===== src/logic/fpw_pkg.sv =====
// shared constants, types and helpers of the flash program/erase/wrap sequencer
package fpw_pkg;

  // ----------------------------------------------------------------
  // clock and command codes
  // ----------------------------------------------------------------
  localparam int CLK_MHZ = 10;
  localparam logic [7:0] OPC_WRITE_ENABLE_COMMAND = 8'h06;
  localparam logic [7:0] OPC_WRAP = 8'h77;
  localparam logic [7:0] OPC_PROG = 8'h02;
  localparam logic [7:0] OPC_QPROG = 8'h32;
  localparam logic [7:0] OPC_SECT = 8'h20;
  localparam logic [7:0] OPC_HALF = 8'h52;
  localparam logic [7:0] OPC_FULL = 8'hD8;

  // ----------------------------------------------------------------
  // bit counts of the serial phases
  // ----------------------------------------------------------------
  localparam logic [5:0] OPC_BITS = 6'h08;
  localparam logic [5:0] ADDR_BITS = 6'h18;
  localparam logic [5:0] DUMMY_BITS = 6'h18;
  localparam logic [5:0] BYTE_BITS = 6'h08;
  localparam logic [5:0] STEP_SINGLE = 6'h01;
  localparam logic [5:0] STEP_QUAD = 6'h04;

  // ----------------------------------------------------------------
  // field positions and address masks
  // ----------------------------------------------------------------
  localparam int WRAP_OFF_BIT = 4;
  localparam int WRAP_LEN_LSB = 5;
  localparam int WRAP_LEN_MSB = 6;
  localparam int BP_BOTTOM_BIT = 3;
  localparam int BP_SMALL_BIT = 4;
  localparam logic [2:0] BP_NONE = 3'h0;
  localparam logic [2:0] BP_ALL = 3'h7;
  localparam logic [2:0] BP_ONE = 3'h1;
  localparam logic [23:0] PAGE_MASK = 24'h0000FF;
  localparam logic [23:0] SECT_MASK = 24'h000FFF;
  localparam logic [23:0] HALF_MASK = 24'h007FFF;
  localparam logic [23:0] FULL_MASK = 24'h00FFFF;
  localparam logic [23:0] SMALL_UNIT = 24'h001000;
  localparam logic [23:0] BIG_UNIT = 24'h010000;
  localparam logic [23:0] WRAP_MIN_LEN = 24'h000008;
  localparam logic [23:0] ONE_24 = 24'h000001;

  // ----------------------------------------------------------------
  // state types
  // ----------------------------------------------------------------
  typedef enum logic [6:0] {
    PH_OPC = 7'h01, PH_ADDR = 7'h02, PH_DUMMY = 7'h04, PH_WBYTE = 7'h08,
    PH_DATA = 7'h10, PH_TAIL = 7'h20, PH_SKIP = 7'h40
  } fpw_phase_t;
  typedef enum logic [2:0] {CY_IDLE = 3'h1, CY_FILL = 3'h2, CY_WAIT = 3'h4} fpw_cyc_t;
  typedef enum logic [1:0] {ER_SECT = 2'h0, ER_HALF = 2'h1, ER_FULL = 2'h2} fpw_erase_t;

  // protected region is contiguous from the top or the bottom of the array
  function automatic logic fpw_protected(input logic [4:0] bp, input logic [23:0] first,
                                         input logic [23:0] last);
    logic [23:0] span;
    span = (bp[BP_SMALL_BIT] ? SMALL_UNIT : BIG_UNIT) << (bp[2:0] - BP_ONE);
    if (bp[2:0] == BP_NONE) return 1'b0;
    if (bp[2:0] == BP_ALL) return 1'b1;
    if (bp[BP_BOTTOM_BIT]) return first < span;
    return last >= (24'h000000 - span);
  endfunction : fpw_protected

  // next read address: linear, or wrapped inside an 8/16/32/64 byte section
  function automatic logic [23:0] fpw_wrap_next(input logic [23:0] a, input logic en,
                                                input logic [1:0] code);
    logic [23:0] m;
    m = (WRAP_MIN_LEN << code) - ONE_24;
    if (!en) return a + ONE_24;
    return (a & ~m) | ((a + ONE_24) & m);
  endfunction : fpw_wrap_next

endpackage : fpw_pkg


===== src/logic/fpw_sync.sv =====
// two-stage synchroniser for pin inputs
`timescale 1ns/1ps
module fpw_sync #(
  parameter int W = 1
) (
  input wire logic core_clk_i, // core clock
  input wire logic reset_i, // async reset, active high
  input wire logic [W-1:0] d_i, // asynchronous inputs
  output logic [W-1:0] q_o // synchronised outputs
);
  logic [W-1:0] meta_q;
  logic [W-1:0] sync_q;

  // ----------
  // two flops; the first feeds only the second
  // ----------
  always_ff @(posedge core_clk_i or posedge reset_i) begin
    if (reset_i) begin
      meta_q <= '0;
      sync_q <= '0;
    end else begin
      meta_q <= d_i;
      sync_q <= meta_q;
    end
  end

  assign q_o = sync_q;
endmodule : fpw_sync


===== src/logic/fpw_fifo.sv =====
// parameterised valid/ready fifo for program write-out words
`timescale 1ns/1ps
module fpw_fifo #(
  parameter int W = 32,
  parameter int D = 16
) (
  input wire logic core_clk_i, // core clock
  input wire logic reset_i, // async reset, active high
  input wire logic in_valid_i, // write side valid
  output logic in_ready_o, // write side ready (not full)
  input wire logic [W-1:0] in_data_i, // write data
  output logic out_valid_o, // read side valid (not empty)
  input wire logic out_ready_i, // read side ready
  output logic [W-1:0] out_data_o // read data
);
  localparam int AW = $clog2(D);
  logic [W-1:0] mem_q [0:D-1];
  logic [AW:0] wr_q, wr_d, rd_q, rd_d;
  logic push, pop;

  // ----------
  // pointers carry an extra wrap bit so full and empty are exact
  // ----------
  assign in_ready_o = (wr_q[AW] == rd_q[AW]) || (wr_q[AW-1:0] != rd_q[AW-1:0]);
  assign out_valid_o = wr_q != rd_q;
  assign push = in_valid_i && in_ready_o;
  assign pop = out_valid_o && out_ready_i;
  assign out_data_o = mem_q[rd_q[AW-1:0]];

  always_comb begin
    wr_d = push ? wr_q + {{AW{1'b0}}, 1'b1} : wr_q;
    rd_d = pop ? rd_q + {{AW{1'b0}}, 1'b1} : rd_q;
  end

  always_ff @(posedge core_clk_i or posedge reset_i) begin
    if (reset_i) begin
      wr_q <= '0;
      rd_q <= '0;
    end else begin
      wr_q <= wr_d;
      rd_q <= rd_d;
    end
  end

  // storage needs no reset; it is only read behind a valid pointer
  always_ff @(posedge core_clk_i) begin
    if (push) begin
      mem_q[wr_q[AW-1:0]] <= in_data_i;
    end
  end
endmodule : fpw_fifo


===== src/logic/fpw_flash_seq.sv =====
// serial flash program, erase and wrap-setup sequencer (device side)
//
// Contract
// - wrap setup: 77H, 24 dummy bits, one wrap byte, then select rises.
// - wrap byte bit4 low enables wrap; bits 6:5 pick 8/16/32/64 bytes.
// - wrap setting persists for all later quad reads until disabled again.
// - wrapped reads restart at section start and run until select rises.
// - host bits are taken on rising serial clock edges.
// - program and erase need write enable latch set beforehand.
// - page program: 02H, three address bytes, at least one data byte.
// - low address byte increments and wraps inside the page.
// - over 256 bytes: only the last 256 are programmed.
// - under 256 bytes: untouched page bytes stay unchanged.
// - program runs only if select rises on a whole byte boundary.
// - select rise starts timed cycle; busy flag high until it ends.
// - write enable latch clears before the timed cycle ends.
// - no program into a protected page.
// - quad program 32H uses four data lines, needs quad enable bit.
// - 20H plus address erases the whole containing sector.
// - erase runs only if select rises right after third address byte.
// - no sector erase into a protected sector.
// - 52H erases the containing 32KB block unless protected.
// - D8H erases the containing 64KB block unless protected.
`timescale 1ns/1ps
module fpw_flash_seq #(
  parameter int PAGE_PROG_TIME_US = 600,
  parameter int SECT_CLEAR_TIME_US = 45000,
  parameter int HALF_BLOCK_CLEAR_TIME_US = 150000,
  parameter int FULL_BLOCK_CLEAR_TIME_US = 200000
) (
  input wire logic core_clk_i, // core clock, 10 MHz
  input wire logic reset_i, // async reset, active high
  input wire logic chip_select_n_i, // serial select pin, active low
  input wire logic serial_shift_clock_i, // serial clock pin
  input wire logic serial_in_line_i, // single-line serial data in
  input wire logic [3:0] quad_data_lines_i, // quad lines, input side
  output logic [3:0] quad_data_lines_o, // quad lines, output side
  output logic [3:0] quad_data_lines_oe_n_o, // quad lines enable, low drives
  input wire logic quad_enable_bit_i, // status bit 9
  input wire logic [4:0] block_protect_bits_i, // protection setting
  output logic write_in_progress_flag_o, // self-timed cycle busy
  output logic write_enable_latch_o, // write enable latch
  output logic wrap_enable_o, // wrap around on for quad reads
  output logic [1:0] wrap_length_code_o, // 0:8 1:16 2:32 3:64 bytes
  input wire logic read_start_i, // read engine loads start address
  input wire logic [23:0] read_addr_i, // start address of a read
  input wire logic read_step_i, // read engine consumed one byte
  output logic [23:0] read_addr_o, // current read byte address
  output logic mem_wr_valid_o, // program word valid
  input wire logic mem_wr_ready_i, // array accepts program word
  output logic [23:0] mem_wr_addr_o, // program byte address
  output logic [7:0] mem_wr_data_o, // program byte value
  output logic erase_req_o, // erase start, one-cycle pulse
  output logic [23:0] erase_addr_o, // erase base address
  output logic [1:0] erase_size_o // erase unit, fpw_erase_t
);
  localparam int PROG_CYC = PAGE_PROG_TIME_US * fpw_pkg::CLK_MHZ;
  localparam int SECT_CYC = SECT_CLEAR_TIME_US * fpw_pkg::CLK_MHZ;
  localparam int HALF_CYC = HALF_BLOCK_CLEAR_TIME_US * fpw_pkg::CLK_MHZ;
  localparam int FULL_CYC = FULL_BLOCK_CLEAR_TIME_US * fpw_pkg::CLK_MHZ;

  // ----------
  // pin synchronisation and edge detection
  // ----------
  logic [6:0] pins_s;
  logic cs_n_s, sclk_s, si_s;
  logic [3:0] qd_s;
  logic sclk_prev_q, cs_prev_q;
  logic sclk_rise, cs_rise, cs_fall;

  fpw_sync #(.W(7)) u_sync (
    .core_clk_i(core_clk_i),
    .reset_i(reset_i),
    .d_i({!chip_select_n_i, serial_shift_clock_i, serial_in_line_i, quad_data_lines_i}),
    .q_o(pins_s)
  );

  // select travels inverted so the cleared synchroniser reads deselected after reset
  assign {cs_n_s, sclk_s, si_s, qd_s} = {!pins_s[6], pins_s[5:0]};
  assign sclk_rise = sclk_s && !sclk_prev_q;
  assign cs_rise = cs_n_s && !cs_prev_q;
  assign cs_fall = !cs_n_s && cs_prev_q;

  // this block never drives the quad lines
  assign quad_data_lines_o = 4'h0;
  assign quad_data_lines_oe_n_o = 4'hF;

  always_ff @(posedge core_clk_i or posedge reset_i) begin
    if (reset_i) begin
      sclk_prev_q <= 1'b0;
      cs_prev_q <= 1'b1;
    end else begin
      sclk_prev_q <= sclk_s;
      cs_prev_q <= cs_n_s;
    end
  end

  // ----------
  // serial command decoder
  // ----------
  fpw_pkg::fpw_phase_t phase_q, phase_d;
  logic [5:0] cnt_q, cnt_d, cnt_n, step;
  logic [7:0] sh_q, sh_d, sh_in, opc_q, opc_d, wbyte_q, wbyte_d, ptr_q, ptr_d;
  logic [23:0] addr_q, addr_d;
  logic got_q, got_d, quad_now, buf_we;

  // bits are only taken while select is low; a high select rearms the opcode phase
  always_comb begin
    phase_d = phase_q;
    cnt_d = cnt_q;
    sh_d = sh_q;
    opc_d = opc_q;
    wbyte_d = wbyte_q;
    ptr_d = ptr_q;
    addr_d = addr_q;
    got_d = got_q;
    buf_we = 1'b0;
    quad_now = (phase_q == fpw_pkg::PH_DATA) && (opc_q == fpw_pkg::OPC_QPROG);
    step = quad_now ? fpw_pkg::STEP_QUAD : fpw_pkg::STEP_SINGLE;
    sh_in = quad_now ? {sh_q[3:0], qd_s} : {sh_q[6:0], si_s};
    cnt_n = cnt_q + step;
    if (cs_n_s) begin
      phase_d = fpw_pkg::PH_OPC;
      cnt_d = '0;
      got_d = 1'b0;
    end else if (sclk_rise) begin
      sh_d = sh_in;
      cnt_d = cnt_n;
      case (phase_q)
        fpw_pkg::PH_OPC: begin
          if (cnt_n == fpw_pkg::OPC_BITS) begin
            opc_d = sh_in;
            cnt_d = '0;
            case (sh_in)
              fpw_pkg::OPC_WRAP: phase_d = fpw_pkg::PH_DUMMY;
              fpw_pkg::OPC_PROG, fpw_pkg::OPC_SECT,
              fpw_pkg::OPC_HALF, fpw_pkg::OPC_FULL: phase_d = fpw_pkg::PH_ADDR;
              fpw_pkg::OPC_QPROG: phase_d = quad_enable_bit_i ? fpw_pkg::PH_ADDR : fpw_pkg::PH_SKIP;
              fpw_pkg::OPC_WRITE_ENABLE_COMMAND: phase_d = fpw_pkg::PH_TAIL;
              default: phase_d = fpw_pkg::PH_SKIP;
            endcase
          end
        end
        fpw_pkg::PH_ADDR: begin
          addr_d = {addr_q[22:0], si_s};
          if (cnt_n == fpw_pkg::ADDR_BITS) begin
            cnt_d = '0;
            ptr_d = addr_d[7:0];
            phase_d = (opc_q == fpw_pkg::OPC_PROG || opc_q == fpw_pkg::OPC_QPROG) ?
                      fpw_pkg::PH_DATA : fpw_pkg::PH_TAIL;
          end
        end
        fpw_pkg::PH_DUMMY: begin
          if (cnt_n == fpw_pkg::DUMMY_BITS) begin
            cnt_d = '0;
            phase_d = fpw_pkg::PH_WBYTE;
          end
        end
        fpw_pkg::PH_WBYTE: begin
          if (cnt_n == fpw_pkg::BYTE_BITS) begin
            cnt_d = '0;
            wbyte_d = sh_in;
            phase_d = fpw_pkg::PH_TAIL;
          end
        end
        fpw_pkg::PH_DATA: begin
          if (cnt_n == fpw_pkg::BYTE_BITS) begin
            cnt_d = '0;
            buf_we = 1'b1;
            got_d = 1'b1;
            ptr_d = ptr_q + 8'h01;
          end
        end
        // any bit past a complete command spoils it
        default: phase_d = fpw_pkg::PH_SKIP;
      endcase
    end
  end

  always_ff @(posedge core_clk_i or posedge reset_i) begin
    if (reset_i) begin
      phase_q <= fpw_pkg::PH_OPC;
      cnt_q <= '0;
      sh_q <= '0;
      opc_q <= '0;
      wbyte_q <= '0;
      ptr_q <= '0;
      addr_q <= '0;
      got_q <= 1'b0;
    end else begin
      phase_q <= phase_d;
      cnt_q <= cnt_d;
      sh_q <= sh_d;
      opc_q <= opc_d;
      wbyte_q <= wbyte_d;
      ptr_q <= ptr_d;
      addr_q <= addr_d;
      got_q <= got_d;
    end
  end

  // ----------
  // page buffer: later bytes overwrite earlier ones at the same offset
  // ----------
  logic [7:0] page_mem [0:255];
  logic [255:0] vld_q, vld_d;
  fpw_pkg::fpw_cyc_t cyc_q, cyc_d;
  logic idle;

  assign idle = cyc_q == fpw_pkg::CY_IDLE;

  // writes are held off while a cycle drains the buffer
  always_ff @(posedge core_clk_i) begin
    if (buf_we && idle) begin
      page_mem[ptr_q] <= sh_d;
    end
  end

  // ----------
  // command execution and self-timed cycle
  // ----------
  logic wip_q, wip_d, wel_q, wel_d, ereq_q, ereq_d, wen_q, wen_d;
  logic [1:0] wlen_q, wlen_d, esize_q, esize_d;
  logic [31:0] timer_q, timer_d;
  logic [7:0] idx_q, idx_d;
  logic [15:0] page_q, page_d;
  logic [23:0] eaddr_q, eaddr_d, emask, rd_q, rd_d;
  logic is_erase, prog_ok, erase_ok, fifo_in_ready, fifo_out_valid, push;

  assign push = (cyc_q == fpw_pkg::CY_FILL) && vld_q[idx_q];

  always_comb begin
    cyc_d = cyc_q;
    wip_d = wip_q;
    wel_d = wel_q;
    ereq_d = 1'b0;
    wen_d = wen_q;
    wlen_d = wlen_q;
    esize_d = esize_q;
    timer_d = (timer_q != 32'h0) ? timer_q - 32'h1 : timer_q;
    idx_d = idx_q;
    page_d = page_q;
    eaddr_d = eaddr_q;
    vld_d = vld_q;
    is_erase = 1'b1;
    emask = fpw_pkg::SECT_MASK;
    case (opc_q)
      fpw_pkg::OPC_SECT: emask = fpw_pkg::SECT_MASK;
      fpw_pkg::OPC_HALF: emask = fpw_pkg::HALF_MASK;
      fpw_pkg::OPC_FULL: emask = fpw_pkg::FULL_MASK;
      default: is_erase = 1'b0;
    endcase
    prog_ok = cs_rise && idle && phase_q == fpw_pkg::PH_DATA && got_q && cnt_q == 6'h00 &&
              wel_q && (opc_q == fpw_pkg::OPC_PROG || quad_enable_bit_i) &&
              !fpw_pkg::fpw_protected(block_protect_bits_i, addr_q & ~fpw_pkg::PAGE_MASK,
                                      addr_q | fpw_pkg::PAGE_MASK);
    erase_ok = cs_rise && idle && phase_q == fpw_pkg::PH_TAIL && is_erase && wel_q &&
               !fpw_pkg::fpw_protected(block_protect_bits_i, addr_q & ~emask, addr_q | emask);
    // a fresh select clears leftovers of an aborted program sequence
    if (cs_fall && idle) vld_d = '0;
    if (buf_we && idle) vld_d[ptr_q] = 1'b1;
    if (cs_rise && phase_q == fpw_pkg::PH_TAIL && opc_q == fpw_pkg::OPC_WRAP) begin
      wen_d = !wbyte_q[fpw_pkg::WRAP_OFF_BIT];
      wlen_d = wbyte_q[fpw_pkg::WRAP_LEN_MSB:fpw_pkg::WRAP_LEN_LSB];
    end
    if (cs_rise && idle && phase_q == fpw_pkg::PH_TAIL && opc_q == fpw_pkg::OPC_WRITE_ENABLE_COMMAND) wel_d = 1'b1;
    if (prog_ok) begin
      cyc_d = fpw_pkg::CY_FILL;
      wip_d = 1'b1;
      wel_d = 1'b0;
      timer_d = 32'(PROG_CYC - 1);
      idx_d = 8'h00;
      page_d = addr_q[23:8];
    end
    if (erase_ok) begin
      cyc_d = fpw_pkg::CY_WAIT;
      wip_d = 1'b1;
      wel_d = 1'b0;
      ereq_d = 1'b1;
      eaddr_d = addr_q & ~emask;
      case (opc_q)
        fpw_pkg::OPC_HALF: begin
          esize_d = fpw_pkg::ER_HALF;
          timer_d = 32'(HALF_CYC - 1);
        end
        fpw_pkg::OPC_FULL: begin
          esize_d = fpw_pkg::ER_FULL;
          timer_d = 32'(FULL_CYC - 1);
        end
        default: begin
          esize_d = fpw_pkg::ER_SECT;
          timer_d = 32'(SECT_CYC - 1);
        end
      endcase
    end
    case (cyc_q)
      fpw_pkg::CY_FILL: begin
        // only written offsets leave the buffer, so the rest of the page is untouched
        if (!push || fifo_in_ready) begin
          vld_d[idx_q] = 1'b0;
          idx_d = idx_q + 8'h01;
          if (idx_q == 8'hFF) cyc_d = fpw_pkg::CY_WAIT;
        end
      end
      fpw_pkg::CY_WAIT: begin
        // the cycle lasts at least the timed length and until the write-out drains
        if (timer_q == 32'h0 && !fifo_out_valid) begin
          cyc_d = fpw_pkg::CY_IDLE;
          wip_d = 1'b0;
        end
      end
      default: ;
    endcase
  end

  always_ff @(posedge core_clk_i or posedge reset_i) begin
    if (reset_i) begin
      cyc_q <= fpw_pkg::CY_IDLE;
      wip_q <= 1'b0;
      wel_q <= 1'b0;
      ereq_q <= 1'b0;
      wen_q <= 1'b0;
      wlen_q <= 2'h0;
      esize_q <= 2'h0;
      timer_q <= '0;
      idx_q <= '0;
      page_q <= '0;
      eaddr_q <= '0;
      vld_q <= '0;
    end else begin
      cyc_q <= cyc_d;
      wip_q <= wip_d;
      wel_q <= wel_d;
      ereq_q <= ereq_d;
      wen_q <= wen_d;
      wlen_q <= wlen_d;
      esize_q <= esize_d;
      timer_q <= timer_d;
      idx_q <= idx_d;
      page_q <= page_d;
      eaddr_q <= eaddr_d;
      vld_q <= vld_d;
    end
  end

  // ----------
  // write-out fifo toward the array
  // ----------
  fpw_fifo #(.W(32), .D(16)) u_fifo (
    .core_clk_i(core_clk_i),
    .reset_i(reset_i),
    .in_valid_i(push),
    .in_ready_o(fifo_in_ready),
    .in_data_i({page_q, idx_q, page_mem[idx_q]}),
    .out_valid_o(fifo_out_valid),
    .out_ready_i(mem_wr_ready_i),
    .out_data_o({mem_wr_addr_o, mem_wr_data_o})
  );

  // ----------
  // read address sequencer for quad reads
  // ----------
  // stepping stops once select is high, which ends the burst
  always_comb begin
    rd_d = rd_q;
    if (read_start_i) rd_d = read_addr_i;
    else if (read_step_i && !cs_n_s) rd_d = fpw_pkg::fpw_wrap_next(rd_q, wen_q, wlen_q);
  end

  always_ff @(posedge core_clk_i or posedge reset_i) begin
    if (reset_i) rd_q <= '0;
    else rd_q <= rd_d;
  end

  assign mem_wr_valid_o = fifo_out_valid;
  assign write_in_progress_flag_o = wip_q;
  assign write_enable_latch_o = wel_q;
  assign wrap_enable_o = wen_q;
  assign wrap_length_code_o = wlen_q;
  assign read_addr_o = rd_q;
  assign erase_req_o = ereq_q;
  assign erase_addr_o = eaddr_q;
  assign erase_size_o = esize_q;
endmodule : fpw_flash_seq


===== config.mk =====
export PLATFORM = sky130hd
export DESIGN_NAME = fpw_flash_seq
export DESIGN_NICKNAME = d
export VERILOG_FILES = /design/src/logic/fpw_pkg.sv /design/src/logic/fpw_sync.sv /design/src/logic/fpw_fifo.sv /design/src/logic/fpw_flash_seq.sv
export SDC_FILE = /design/constraint.sdc
export NUM_CORES = 2
export LEC_CHECK = 0
export ABC_AREA = 1
export ABC_CLOCK_PERIOD_IN_PS = 16400
export BUFFER_PORTS_ARGS = -buffer_cell sky130_fd_sc_hd__buf_2
export CAP_MARGIN = 20
export CELL_PAD_IN_SITES_DETAIL_PLACEMENT = 0
export CELL_PAD_IN_SITES_GLOBAL_PLACEMENT = 1
export CORE_UTILIZATION = 30
export CTS_CLUSTER_SIZE = 12
export DETAILED_ROUTE_END_ITERATION = 6
export GPL_ROUTABILITY_DRIVEN = 0
export PLACE_DENSITY_LB_ADDON = 0.1
export SLEW_MARGIN = 10
export SYNTH_ARGS = -nofsm -noshare
export SYNTH_HDL_FRONTEND = slang
export SYNTH_SLANG_ARGS = --single-unit

===== constraint.sdc =====
create_clock -name core_clk_i -period 16.4 [get_ports core_clk_i]
set_input_delay 0.82 -clock core_clk_i [delete_from_list [all_inputs] [get_ports core_clk_i]]
set_output_delay 0.82 -clock core_clk_i [all_outputs]
set_load 0.02 [all_outputs]

After elaboration in Yosys (flattened, before gate mapping) --
Memories as Yosys holds them, arrays and structs flattened. Index checks and enable logic that the tools add are counted.
Storage, ports and cells: flip-flop bits (word level) 466, memory bits (writable) 2560, input bits 42, output and inout bits 97, word-level logic and storage cells 249, memories kept 2
Memory list:
- page_mem | words 256, width 8, read ports 1, clocked after memory_dff 0, write ports 1, line fpw_flash_seq.sv:205 | logic [7:0] page_mem [0:255];
- u_fifo.mem_q | words 16, width 32, read ports 1, clocked after memory_dff 0, write ports 1, line fpw_fifo.sv:17 | logic [W-1:0] mem_q [0:D-1];
Cells by class: add/subtract/negate cells 10, magnitude comparators 8, equal/unequal tests 40, shift-type cells 2, multiplexer cells 92, bitwise operators 10, reduce and logical (&&, ||, !) cells 58
Operators with widths (number):
- $mux W256 | 4
- $and A256 B256 Y256 | 1
- $not A256 Y256 | 1
- $or A256 B256 Y256 | 1
- $mux W24 | 4
- $mux W32 | 3
- $and A24 B24 Y24 | 3
- $mux W8 | 8
- $mux W7 | 7
- $ge A24 B24 Y1 | 2
- $lt A24 B24 Y1 | 2
- $mux W1 | 43
- $pmux W21 S2 | 1
- $pmux W7 S5 | 1
- $eq A8 B6 Y1 const B | 4
- $eq A8 B7 Y1 const B | 4
- $logic_not A32 Y1 | 1
- $pmux W16 S2 | 1
- $reduce_bool A32 Y1 | 1
- $sub A32 B1 Y32 const B | 1
- $mux W6 | 5
- $pmux W7 S4 | 1
- $logic_and A1 B1 Y1 | 27
- $add A24 B1 Y24 const B | 1
- 55 further kinds | 93

Depth between registers and ports, before layout --
depth after elaboration 15, mapped depth 33, depth with buffers taken out 31

Cells and area by module --
A second synthesis with hierarchy kept.
Second synthesis, totals: cells, all modules 11721, area, all modules 127383.4 sq um
Modules (own cells, without submodules):
- fpw_flash_seq | instances 1, cells each 9845, area each 105690.1 sq um, sequential area each 72163.0 sq um
- fpw_fifo | instances 1, cells each 1861, area each 21339.2 sq um, sequential area each 15625.0 sq um
- fpw_sync | instances 1, cells each 15, area each 354.1 sq um, sequential area each 350.3 sq um

Worst setup path after synthesis --
Ideal clock, no wire load.
path type register to register, from register phase_q[2], to memory page_mem[0][7], data pin, setup time 2.200 ns, arrival 11.437 ns, data required time 14.200 ns, path slack 2.763 ns, stages on the path, launching flop included 9, buffers on the path 1, period minus slack after synthesis 13.637 ns, cell sequence dfrtp_1 -> nor2_1 -> nand2_1 -> nor2_4 -> nand2_1 -> buf_2 -> nand2_1 -> o21ai_0 -> o21ai_0
On the way: longest elaborated chain between the ends 5
RTL lines:
- from (decl) | line fpw_flash_seq.sv:101 | fpw_pkg::fpw_phase_t phase_q, phase_d;
- from (signal assigned) | line fpw_flash_seq.sv:182 | phase_q <= fpw_pkg::PH_OPC;
- from (signal assigned) | line fpw_flash_seq.sv:191 | phase_q <= phase_d;
- $eq A7 B5 Y1 | line fpw_flash_seq.sv:118 | quad_now = (phase_q == fpw_pkg::PH_DATA) && (opc_q == fpw_pkg::OPC_QPROG);
- $logic_and A1 B1 Y1 | line fpw_flash_seq.sv:118
- $mux W8 | line fpw_flash_seq.sv:120 | sh_in = quad_now ? {sh_q[3:0], qd_s} : {sh_q[6:0], si_s};
- $mux W8 | line fpw_flash_seq.sv:126 | end else if (sclk_rise) begin
- $mux W8 | line fpw_flash_seq.sv:122 | if (cs_n_s) begin
- via sh_d[7] | line fpw_flash_seq.sv:103 | logic [7:0] sh_q, sh_d, sh_in, opc_q, opc_d, wbyte_q, wbyte_d, ptr_q, ptr_d;
- to (decl) | line fpw_flash_seq.sv:205
The timed path passes the listed nets, and every way through them passes these cells.

Final worst setup path --
from register idx_q[1], to register vld_q[236]
On the way: longest elaborated chain between the ends 8, elaborated cells between the ends (all ways) 14, those cells by class 2 x order compare; 6 x mux; 2 x bitwise; 4 x reduce/logical
RTL lines:
- from (decl) | line fpw_flash_seq.sv:225 | logic [7:0] idx_q, idx_d;
- from (signal assigned) | line fpw_flash_seq.sv:339 | idx_q <= idx_d;
- $lt A8 B9 Y1 (implied by the code) / $ge A8 B1 Y1 (equally long branches) | line fpw_flash_seq.sv:300 | vld_d[idx_q] = 1'b0;
- $logic_and A1 B1 Y1 (implied by the code) | line fpw_flash_seq.sv:300
- $mux W1 (implied by the code) | line fpw_flash_seq.sv:300
- $demux W1 S8 | line fpw_flash_seq.sv:300
- $not A256 Y256 (no source line)
- $and A256 B256 Y256 (no source line)
- $mux W256 * | line fpw_flash_seq.sv:299 | if (!push || fifo_in_ready) begin
- $mux W256 * | line fpw_flash_seq.sv:296 | case (cyc_q)
- via vld_d[236] | line fpw_flash_seq.sv:206 | logic [255:0] vld_q, vld_d;
- to (signal assigned) | line fpw_flash_seq.sv:342 | vld_q <= vld_d;
- to (decl) | line fpw_flash_seq.sv:206
The timed path passes the listed nets; every way through them passes the cells marked *. The select of a mux whose other input is x is not followed. A chain may end at the register's enable or synchronous reset.

==> metrics.csv <==
stage,metric,value,unit
sta,RSZ-0062 raised after global routing,no,
routing,routed wire length,463200,um
synth,ys async rst share,14.95,%
layout,end-of-flow core utilization,34.48,%
synth,register bit total from synthesis,3010,
setup_path,crit end category,flop,
sta,Rel. slew slack,20.97,%
setup_path,"Max FO, Critical Path",89,
run,max_cap viols,0,
global_routing,GRT Overall Usage,21.21,%
clock_network,"Clk pin slew, worst setup/hold paths",0.06,ns
routing,metal1 wirelength,212300,um
global_routing,global-route wire length before repair,658900,um
clock_network,TritonCTS clock tree,done,
sta,final period utilization,45.06,%
synth,top cell type's share of synthesized area,60.64,%
die,Die Area,425100,um^2
global_routing,vias in the first global route,86171,
global_routing,initial antenna violation count,25,
clock_network,H-tree levels,5,
synth,synthesized area per cell,11.48,um^2
routing,drt first pass iters,6,
synth,Commonest cells post-synth,"2,560 x edfxtp_1, 2,143 x nor2_1, 1,337 x o21ai_0",
setup_path,critical path required time,17.23,ns
die,Die Height,652.0,um
clock_network,CTS Root Cell,clkbuf_16,
layout,share of post-route cells with drive strength above 1,9.390,%
layout,Finished Layout Cells,16959,
clock_network,clock insertion delay at the later pin of the skew report,0.95,ns
synth,post-synth cell types,65,
setup_path,CP Launch Type,flop,
clock_network,Post-CTS Setup Inserts,0,
routing,vias per std cell,5.172,
status,status,"complete, no violations",
global_routing,total gr overflow,0,
routing,DR top layer,met4,
clock_network,total clock sinks,3010,
routing,DRT iter0 DRCs,8194,
worst_hold_path,Hold WC Path Type,in2reg,
clock_network,CTS Buf Count,358,
sta,skew final,0.04567,ns
synth,leading area contributor after synthesis,edfxtp_1,
die,core area,420500,um^2
sta,max-slew violations,0,
synth,sequential cell area fraction in the yosys report,69.53,%
power_and_ir_drop,cell area power density,127.0,nW/um^2
power_and_ir_drop,Leak,49.97,nW
setup_path,Setup CP Type,reg2reg,
routing,DR WL met2,217500,um
power_and_ir_drop,Peak VDD IR,101.6,uV
sta,Final Critical Period,7.390,ns
layout,Area Overhead vs Synth,14.37,%
synth,YS warnings,0,
synth,Mapped Area,126800,um^2
synth,Synth area leaders,"edfxtp_1 61%, dfrtp_1 8.8%, nor2_1 6.3%",
setup_path,CP arrival,8.22,ns
routing,via count,87719,
routing,Routed Antenna Nets,0,
synth,Post-Syn Instances,11043,
die,die width,652.0,um
synth,top-count cell post-synth,edfxtp_1,
sta,hold slack,0.1433,ns
layout,number of fill cells,41913,
synth,"EDFF count, synth",2560,
die,row count,238,
placement,post-DP HPWL,268700,um
sta,Setup TNS Final,0,ns
sta,"Hold Violations, Final",0,
routing,drt drc,0,
sta,Finish-stage setup viols,0,
sta,worst slew pin tran,1.185,ns
die,Initial Utilization,30.15,%
placement,I/O Buffers,118,
sta,maximum clock frequency,135.3,MHz
global_routing,largest net degree at the start of global routing,192,
placement,DP Cell Count,16287,
synth,Main synth FF type,edfxtp_1,
routing,Met3 Wirelength,22410,um
routing,Avg WL per Cell,27.31,um
layout,nets,11117,
clock_network,clk buf depth,4,
die,boundary pin count,139,
## cell families (layout without fill, tap and decap cells)
kind of cell,count (synthesis),count (layout),share of synthesized area [%]
AO/OA/AOI/OAI,2702,2702,12.49
XOR/XNOR,63,63,0.4471
adder cells (fa/ha/maj),53,53,0.5231
buffers and inverters,1236,1484,4.110
flip-flops,3010,3010,69.53
multiplexers,52,52,0.4126
other,2,30,0.005925
AND/OR/NAND/NOR,3925,3925,12.48
## cell type report
cell class | instances | area (um^2) | area share (%)
Timing Repair Buffer | 357 | 2691 | 1.856
Tap cell | 5640 | 7057 | 4.867
Multi-Input combinational cell | 6816 | 33820 | 23.33
Clock inverter | 194 | 1758 | 1.213
Clock buffer | 454 | 9622 | 6.636
Sequential cell | 3010 | 88150 | 60.80
Antenna cell | 9 | 22.52 | 0.01553
Inverter | 479 | 1853 | 1.278
## per-stage QoR
stage          setup slack (ns)  area [um^2]  power (mW)
2_1_floorplan             2.763       126800       10.16
3_3_place_gp              9.194       133300       10.76
3_5_place_dp              9.178       133400       10.77
4_1_cts                   9.128       144800       18.64
5_1_grt                   8.883       145000       19.03
6_report                  9.010       145000       18.41
## sequential cells by signal (all words and copies together) (netlist names), 6 cells and up, named ones only
signal         flops
phase_q            7
ptr_q              8
page_mem        2048
opc_q              8
u_fifo.mem_q     512
cnt_q              6
u_sync.meta_q      7
timer_q           32
addr_q            24
sh_q               8
erase_addr_o      12
idx_q              8
vld_q            256
page_q            16
u_sync.q_o         7
## cells in the final DEF, fill, tap and decap left out, types with 20 or more instances in the layout
cell and instances:
a21oi_1 293, a21oi_2 35, a22o_1 56, a22oi_1 212
a41oi_1 30, buf_2 118, buf_4 206, bufinv_16 27
clkbuf_1 77, clkbuf_16 369, clkinv_1 72, clkinv_2 78
conb_1 21, dfrtp_1 442, edfxtp_1 2560, ha_1 53
inv_1 444, mux2i_1 50, nand2_1 1324, nand3_1 227
nand4_1 86, nor2_1 2111, nor2_2 46, nor2_4 31
nor3_1 30, o211ai_1 40, o21ai_0 1328, o21ai_1 23
o221ai_1 52, o22ai_1 516, o32ai_1 78, xnor2_1 20
xor2_1 41
## power breakdown
group / total (mW) / leakage (nW) / internal [mW] / switching, mW
clock: 7.85 / 5.57 / 4.57 / 3.28
combinational: 1.82 / 15.0 / 0.422 / 1.40
sequential: 8.75 / 29.4 / 8.63 / 0.114
## worst paths after layout
path                             startpoint          endpoint  slack (ns)  cells past startpoint
min in group asynchronous           reset_i  u_sync.meta_q[4]        0.45                      3
max                                idx_q[1]        vld_q[236]        9.01                     18
min                          read_addr_i[5]              flop        0.14                      3
max in group asynchronous           reset_i        vld_q[161]       13.59                      5
max reg2reg                        idx_q[1]        vld_q[236]        9.01                     18
min reg2reg                u_sync.meta_q[0]     u_sync.q_o[0]        0.35                      0
## worst max-delay path: stages, from the launching register on
cell and delay, ns:
dfrtp_4 0.80, buf_4 0.76, buf_4 0.50, buf_4 0.54, buf_4 0.68, o21ai_0 0.19
o21ai_0 0.21, nand2_1 0.08, nand2_1 0.10, o21ai_1 0.06, nand2_1 0.10, nor2_1 0.06
nor2_1 0.29, nor2_1 0.10, nand2_2 0.25, nand3_4 0.54, buf_4 0.65, buf_4 0.64
a22oi_1 0.32
## layer usage
metal	up-vias	global-route usage [%]
li1	39405	-
met1	45202	30.22
met2	2558	34.65
met3	554	2.268
met4	0	5.066
met5	-	0
## repair_timing
action	CTS	global route
hold endpoints to repair	34	0
setup endpoints to repair	0	0
resized for setup	0	0
hold buffers	8	0
Power figures use the tool's default switching activity.
